**src/design/cff_pkg.sv**
```systemverilog
// cff_pkg: constants and carrier types for the channel fault flag logic
// assumes a 40 MHz device clock and four channels a..d
package cff_pkg;
   localparam int          NUM_CHAN       = 4;
   localparam int          CLK_HZ         = 40000000;
   // fixed debounce for output functions, in microseconds
   localparam int          OUT_DEB_US     = 2000;
   localparam int          OUT_DEB_CYC    = (CLK_HZ / 1000000) * OUT_DEB_US;
   // user debounce step: one code unit is this many microseconds
   localparam int          IN_DEB_STEP_US = 10;
   localparam int          IN_DEB_STEP    = (CLK_HZ / 1000000) * IN_DEB_STEP_US;
   localparam int          CNT_W          = 24;
   localparam int          DEB_CODE_W     = 5;
   // bit positions of the channel fault flags in the status word
   localparam int          FLAG_POS_A     = 0;
   localparam logic [15:0] STATUS_RST     = 16'h0000;
   localparam logic [15:0] MASK_RST       = 16'h0000;

   // channel functions, as selected per channel
   typedef enum logic [2:0]
   {
      CFF_HIGH_Z   = 3'h0,
      CFF_VOUT     = 3'h1,
      CFF_IOUT     = 3'h2,
      CFF_VIN      = 3'h3,
      CFF_IIN_EXT  = 3'h4,
      CFF_IIN_LOOP = 3'h5
   } cff_func_e;

   // per-channel configuration seen by the fault logic
   typedef struct packed
   {
      cff_func_e              func;
      logic                   comp_en;
      logic                   comp_invert;
      logic                   trip_half_rail;
      logic [DEB_CODE_W-1:0]  deb_code;
   } cff_chan_cfg_s;

   // per-channel raw fault indications from the analog side
   typedef struct packed
   {
      logic short_circuit;
      logic open_circuit;
      logic comp_out;
   } cff_chan_sense_s;

   // debounce state kept per channel
   typedef struct packed
   {
      logic [CNT_W-1:0] cnt;
      logic             live;
   } cff_deb_s;
endpackage

```
**src/design/cff_fault_flags.sv**
```systemverilog
// cff_fault_flags: per-channel fault debounce, sticky and live flags, alert
// assumes synchronous sense inputs and a one-cycle status write strobe
`timescale 1ns/100ps
`default_nettype none

// Notes on behaviour
// - four channel fault flags, channel a at bit 0 to d at bit 3
// - meaning of each flag follows that channel's selected function
// - voltage output short sets flag after 2 ms persistence
// - current output open circuit sets flag after 2 ms persistence
// - loop-powered input flags ground short via comparator at half rail
// - both current-input functions use user debounce time from input config
// - externally powered input flags overcurrent via comparator at half rail
// - live register shows unlatched fault condition per channel
// - alert asserts for any status flag whose mask bit is clear
module cff_fault_flags
(
   input  wire logic                      ref_clk_in,
   input  wire logic                      resetn_in,
   input  wire cff_pkg::cff_chan_cfg_s    chan_cfg_in   [cff_pkg::NUM_CHAN],
   input  wire cff_pkg::cff_chan_sense_s  chan_sense_in [cff_pkg::NUM_CHAN],
   input  wire logic                      status_wr_in,
   input  wire logic [15:0]               status_wdata_in,
   input  wire logic [15:0]               alert_mask_in,
   output logic [15:0]                    alert_status_flags_out,
   output logic [cff_pkg::NUM_CHAN-1:0]   fault_live_out,
   output logic                           alert_n_out
);

   // all module state in one packed struct
   typedef struct packed
   {
      cff_pkg::cff_deb_s [cff_pkg::NUM_CHAN-1:0] deb;
      logic [cff_pkg::NUM_CHAN-1:0]              flags;
      logic                                      alert_n;
   } cff_state_s;

   cff_state_s state_reg;
   cff_state_s state_next;

   // one element per channel, so each generate branch owns its own variable
   logic                           cond  [cff_pkg::NUM_CHAN];
   logic [cff_pkg::CNT_W-1:0]      limit [cff_pkg::NUM_CHAN];

   // raw condition and debounce limit per channel
   genvar g;
   generate
      for (g = 0; g < cff_pkg::NUM_CHAN; g = g + 1)
      begin : g_chan
         logic comp_ok;
         assign comp_ok = chan_sense_in[g].comp_out
                        & chan_cfg_in[g].comp_en
                        & chan_cfg_in[g].trip_half_rail;
         always_comb
         begin
            cond[g]  = 1'b0;
            limit[g] = cff_pkg::CNT_W'(cff_pkg::OUT_DEB_CYC);
            case (chan_cfg_in[g].func)
               cff_pkg::CFF_VOUT:
                  cond[g] = chan_sense_in[g].short_circuit;
               cff_pkg::CFF_IOUT:
                  cond[g] = chan_sense_in[g].open_circuit;
               cff_pkg::CFF_IIN_LOOP:
               begin
                  // inverted comparator output marks a ground short
                  cond[g]  = comp_ok & chan_cfg_in[g].comp_invert;
                  limit[g] = cff_pkg::CNT_W'(chan_cfg_in[g].deb_code
                           * cff_pkg::IN_DEB_STEP);
               end
               cff_pkg::CFF_IIN_EXT:
               begin
                  cond[g]  = comp_ok;
                  limit[g] = cff_pkg::CNT_W'(chan_cfg_in[g].deb_code
                           * cff_pkg::IN_DEB_STEP);
               end
               default:
                  cond[g] = 1'b0;
            endcase
         end
      end
   endgenerate

   // next state: debounce counters, sticky flags, alert
   always_comb
   begin
      logic [cff_pkg::NUM_CHAN-1:0] clr;
      logic [cff_pkg::NUM_CHAN-1:0] setf;
      clr  = '0;
      setf = '0;
      state_next = state_reg;
      clr = status_wr_in ? status_wdata_in[cff_pkg::NUM_CHAN-1:0] : '0;
      for (int i = 0; i < cff_pkg::NUM_CHAN; i++)
      begin
         // counter parks one short of the limit while the fault stands,
         // so the flag is set again every cycle the fault persists
         if (!cond[i])
         begin
            state_next.deb[i].cnt  = '0;
            state_next.deb[i].live = 1'b0;
         end
         else if (state_reg.deb[i].cnt + 1'b1 >= limit[i])
         begin
            state_next.deb[i].live = 1'b1;
            setf[i] = 1'b1;
         end
         else
         begin
            state_next.deb[i].cnt = state_reg.deb[i].cnt + 1'b1;
         end
      end
      // set wins over a same-cycle write-one clear
      state_next.flags = (state_reg.flags & ~clr) | setf;
      state_next.alert_n = ~|(state_next.flags
                         & ~alert_mask_in[cff_pkg::NUM_CHAN-1:0]);
   end

   // state register
   always_ff @(posedge ref_clk_in or negedge resetn_in)
   begin
      if (!resetn_in)
      begin
         state_reg.deb     <= '0;
         state_reg.flags   <= cff_pkg::STATUS_RST[cff_pkg::NUM_CHAN-1:0];
         state_reg.alert_n <= 1'b1;
      end
      else
      begin
         state_reg <= state_next;
      end
   end

   // outputs straight from flops
   assign alert_status_flags_out = {12'h000, state_reg.flags};
   always_comb
   begin
      for (int i = 0; i < cff_pkg::NUM_CHAN; i++)
      begin
         fault_live_out[i] = state_reg.deb[i].live;
      end
   end
   assign alert_n_out = state_reg.alert_n;
endmodule
`default_nettype wire

```
**config.mk**
```make
export PLATFORM = sky130hd
export DESIGN_NAME = cff_fault_flags
export DESIGN_NICKNAME = d
export VERILOG_FILES = /design/src/design/cff_pkg.sv /design/src/design/cff_fault_flags.sv
export SDC_FILE = /design/constraint.sdc
export NUM_CORES = 1
export LEC_CHECK = 0
export ABC_AREA = 1
export BUFFER_PORTS_ARGS = -buffer_cell sky130_fd_sc_hd__buf_2
export CORE_AREA = 4 4 177 162
export CTS_CLUSTER_DIAMETER = 40
export DETAILED_ROUTE_END_ITERATION = 8
export DIE_AREA = 0 0 181 166
export PLACE_DENSITY_LB_ADDON = 0.15
export SLEW_MARGIN = 20
export SYNTH_ARGS = -nofsm -noshare
export SYNTH_HDL_FRONTEND = slang
export SYNTH_SLANG_ARGS = --single-unit
export TNS_END_PERCENT = 50
```
**constraint.sdc**
```tcl
create_clock -name ref_clk_in -period 3.61 [get_ports ref_clk_in]
set_input_delay 0.361 -clock ref_clk_in [delete_from_list [all_inputs] [get_ports ref_clk_in]]
set_output_delay 0.361 -clock ref_clk_in [all_outputs]
set_load 0.05 [all_outputs]
```
---- Word-level counts from Yosys, hierarchy flattened ----
Cells that the tools add are included.
operators by class
  add/subtract/negate cells ............... 4
  multipliers ............................. 4
  order comparisons ....................... 4
  equal/unequal tests ..................... 24
  multiplexer cells ....................... 29
  bitwise operators ....................... 17
  reductions and logical operators ........ 6
operators by type and width
  operator                 number
  $mux W25                 4
  $add A24 B1 Y24 const B  4
  $ge A24 B24 Y1           4
  $mux W24                 4
  $mux W17                 4
  $mul A5 B5 Y10 const B   4
  $eq A3 B3 Y1 const B     8
  $pmux W1 S4              4
  $and A1 B1 Y1            12
  $eq A3 B1 Y1 const B     4
  $eq A3 B2 Y1 const B     4
  $mux W1                  12
  $and A4 B4 Y4            2
  $ne A2 B1 Y1 const B     4
  $ne A2 B2 Y1 const B     4
  $not A4 Y4               2
  $reduce_or A2 Y1         4
  $mux W4                  1
  $or A4 B4 Y4             1
  $reduce_or A4 Y1         1
  $logic_not A1 Y1         1
word-level totals
  register bits after elaboration ......... 105
  input bits .............................. 91
  output and inout port bits .............. 21
  logic and storage cells ................. 98

---- Longest topological paths before layout ----
  depth in word-level cells ............... 10
  gate-level depth with buffers ........... 25
  mapped depth without buffers ............ 25

---- Worst setup path after synthesis ----
Ideal clock, no wire load.
  kind .................................... input -> register
  start point ............................. input chan_cfg_in[3] (netlist name)
  end point ............................... register state_reg[81] (netlist name)
  arrival time ............................ 3.233 ns
  slack ................................... 0.303 ns
  stages on the path ...................... 22
  path buffers ............................ 1
  cell sequence ........................... inv_1 -> ha_1 -> inv_1 -> ha_1 -> ha_1 -> ha_1 -> nand2_1 -> nand2_1 -> a21oi_1 -> xor2_1 -> nor2_1 -> ha_1 -> a21oi_1 -> nand3_1 -> nor2_1 -> nand2_1 -> nand2_1 -> nand2_2 -> nor2_4 -> inv_2 -> buf_6 -> o21ai_2
on the way
  cells in the longest elaborated chain, start to end .. 4
RTL lines
  element                 line                                          RTL
  start: declaration      cff_fault_flags.sv:20                         input wire cff_pkg::cff_chan_cfg_s chan_cfg_in [cff_pkg::NUM_CHAN],
  $mul A5 B5 Y10          cff_fault_flags.sv:68, cff_fault_flags.sv:74
  $mux W17                --
  $ge A24 B24 Y1          cff_fault_flags.sv:101                        else if (state_reg.deb[i].cnt + 1'b1 >= limit[i])
  $ne A2 B2 Y1 (no line)  --
  end signal: assignment  cff_fault_flags.sv:128                        state_reg <= state_next;
  end: declaration        cff_fault_flags.sv:38                         cff_state_s state_reg;
No other way between the ends.
A chain may end at the register's enable or synchronous reset.

==> flow_metrics.env <==
export IMPL_outcome="finished clean"
export IMPL_vias=8210
export IMPL_gp_congestion=0.827
export IMPL_dpl_cell_area_um2=10300
export IMPL_end_kind="register"
export IMPL_slew_headroom_pct=46.2
export IMPL_max_clock_freq_ghz=0.302
export IMPL_maxCapViolCount=0
export IMPL_diodes=0
export IMPL_fin_crit_sh_pct=91.9
export IMPL_clockBufferDepth=2
export IMPL_dpl_hpwl_mm=17.6
export IMPL_grt_max_degree=61
export IMPL_p_per_area_nw_per_um2=245
export IMPL_rr_startpoint="state_reg[81]$_DFFE_PN0N_"
export IMPL_min_delay_path_class="primary input to asynchronous set/reset pin"
export IMPL_fin_util_pct=39.6
export IMPL_first_pass_iters=5
export IMPL_cts_tree="yes"
export IMPL_startpoint="chan_cfg_in[3]"
export IMPL_finalClockSkew_ps=18.8
export IMPL_rows=57
export IMPL_leakage_uw=0.00567
export IMPL_critPathMaxFanout=8
export IMPL_tightest_slew_ps=806
export IMPL_largest_reg_flops=96
export IMPL_synth_area_mux_share_pct=0
export IMPL_initial_utilization_pct=34.7
export IMPL_cpMostUsedCell="nand2_1"
export IMPL_core_area_um2=26700
export IMPL_antenna_found_initial=0
export IMPL_yosysUniqueCellTypes=33
export IMPL_syn_area_um2=9280
export IMPL_synth_top_area_share_pct=28.0
export IMPL_drc=0
export IMPL_worstPathRequired_ps=3910
export IMPL_drv_slew=0
export IMPL_rsz0062_at_grt="yes"
export IMPL_fin_crit_ps=3320
export IMPL_synthCells=1356
export IMPL_die_w_um=181
export IMPL_r2r_end="state_reg[84]$_DFFE_PN0N_"
export IMPL_synth_seq_cells=105
export IMPL_first_iter_violations=351
export IMPL_yosys_top_cells_area="dfrtp_1, nand2_1, ha_1"
export IMPL_synth_top_family_by_area="simple AND/OR/NAND/NOR gates"
export IMPL_ant_nets=0
export IMPL_arrival_ps=3620
export IMPL_yosys_area_top_type="dfrtp_1"
export IMPL_synth_compound_area_share_pct=6.96
export IMPL_grt_pass1_vias=7896
export IMPL_clk_pin_slew_worst_paths_ps=80
export IMPL_worst_slack_ps=293
export IMPL_boundaryPins=112
export IMPL_avgViaCountPerCell=4.50
export IMPL_ir_drop_mv=0.198
export IMPL_insertion_delay_ps=370
export IMPL_crit_chain="buf_2, inv_1, ha_1, inv_1, ha_1, ha_1, ha_1, nand2_1, nand2_1, a21oi_1, xor2_1, nor2_1, ha_1, a21oi_1, nand3_1, nor2_1, nand2_1, nand2_1, nand2_2, nand2_8, nand2_1, nand2_1, nand2_1, nor2_1"
export IMPL_dpl_worst_slack_ps=-211
export IMPL_worst_setup_path_type="primary input to register"
export IMPL_hold_viol=0
export IMPL_final_nets=1680
export IMPL_dieArea_um2=30000
export IMPL_max_stage_delay_ps=320
export IMPL_crit_path_top_delay_cell="ha_1"
export IMPL_grt_overflow_total=0
export IMPL_synth_xor_area_share_pct=5.10
export IMPL_final_cell_mix="nand2_1, nor2_1, inv_1"
export IMPL_ys_seq_area_share_pct=28.3
export IMPL_synthSimpleGateAreaFrac_pct=32.9
export IMPL_grt_pass1_wl_mm=37.6
export IMPL_finalWirelength_mm=21.8
export IMPL_synthAdderAreaFrac_pct=16.8
export IMPL_io_buffers=75
export IMPL_wl_per_cell_um=11.9
export IMPL_setup_viol=0
export IMPL_numCtsBuffers=9
export IMPL_ys_warnings_count=0
export IMPL_syn_mean_instance_area_um2=6.84
export IMPL_layout_commonest_cell="nand2_1"
export IMPL_cts_hold_buf=0
export IMPL_crit_path_start_kind="primary input"
export IMPL_critPathCapture="alert_n_out$_DFF_PN1_"
export IMPL_layout_drive_gt1_share_pct=12.8
export IMPL_cts_root_buf="clkbuf_16"
export IMPL_area_growth_syn_to_layout_pct=14.1
export IMPL_grt_usage_pct=14.8
export IMPL_clkSinkCount=105
export IMPL_h_tree_depth=3
export IMPL_dieHeight_um=166
export IMPL_reg2reg_slack_ps=420
export IMPL_final_area_um2=10600
export IMPL_reg2regPathDepth=18
-- through the flow --
| step | TNS [ps] | cells | total power (µW) | hold slack [ps] |
|---|---|---|---|---|
| after floorplan | 0 | 1367 | 1490 | 65.4 |
| after global placement | -7000 | 1810 | 1640 | 486 |
| after detailed placement | -7180 | 1810 | 1650 | 483 |
| after CTS | 0 | 1826 | 2640 | 98.3 |
| after global routing | -180 | 1826 | 2760 | 123 |
| final | 0 | 1826 | 2600 | 50.8 |
-- kinds of logic after synthesis --
family                     count (synthesis)
and+or+nand+nor                          747
buffers and inverters                    216
adders and majority gates                122
AOI/OAI and AO/OA                        111
DFF                                      105
xor gates and xnor gates                  54
other                                      1
-- routing by layer --
layer	GRT usage, %	vias to the layer above	wire, µm
met1	21.7	3610	11600
met4	2.90	0	223
met3	2.63	15	834
met2	23.0	121	9180
met5	0	-	0
li1	-	4464	-
-- report_power, final --
part | switching, µW | internal, µW
registers | 5.49 | 1180
logic | 253 | 180
clock network | 501 | 480
total | 759 | 1840
-- critical path, delay by kind of cell --
family | cells | cell delay [ps]
buf+inv | 3 | 170
simple gates | 13 | 1130
compound gates | 2 | 350
fa+ha+maj | 5 | 1450
xor+xnor | 1 | 160
-- final cells by class --
| cell class | instances | area (µm²) |
|---|---|---|
| Clock inverter | 6 | 52.6 |
| Clock buffer | 10 | 229 |
| Timing Repair Buffer | 117 | 731 |
| Sequential cell | 105 | 2630 |
| Tap cell | 354 | 443 |
| Inverter | 188 | 706 |
| Multi-Input combinational cell | 1046 | 5800 |
| Fill cell | 2876 | 16200 |
-- worst min-delay path by stage --
stage	from	end	slack (ps)	depth (start not counted)
6_report	resetn_in	state_reg[86]$_DFFE_PN0N_	50	1
3_3_place_gp	resetn_in	state_reg[86]$_DFFE_PN0N_	490	1
5_1_grt	resetn_in	state_reg[86]$_DFFE_PN0N_	120	1
3_5_place_dp	fault_live_out[3]$_DFFE_PN0P_	fault_live_out[3]$_DFFE_PN0P_	480	2
2_1_floorplan	resetn_in	alert_status_flags_out[0]$_DFF_PN0_	70	0
4_1_cts	resetn_in	state_reg[86]$_DFFE_PN0N_	100	1
-- synthesized netlist by cell type, drive strengths merged --
| library cell | n |
|---|---|
| nand2 | 452 |
| nor2 | 197 |
| inv | 188 |
| ha | 118 |
| dfrtp | 104 |
| nand3 | 63 |
| o21ai | 58 |
| xor2 | 50 |
| a21oi | 30 |
| buf | 28 |
| o22ai | 18 |
| nand4 | 16 |
| nor3 | 15 |
| fa | 4 |
| or2 | 4 |
| xnor2 | 4 |
| a21o | 2 |
| o21a | 2 |
| a21boi | 1 |
| conb | 1 |
| dfstp | 1 |
-- repair_timing --
item | 4_1_cts | 5_1_grt
gates resized for setup | 0 | 6
setup endpoints to repair | 0 | 39
buffers inserted | 0 | 0
Power figures use the tool's default switching activity.
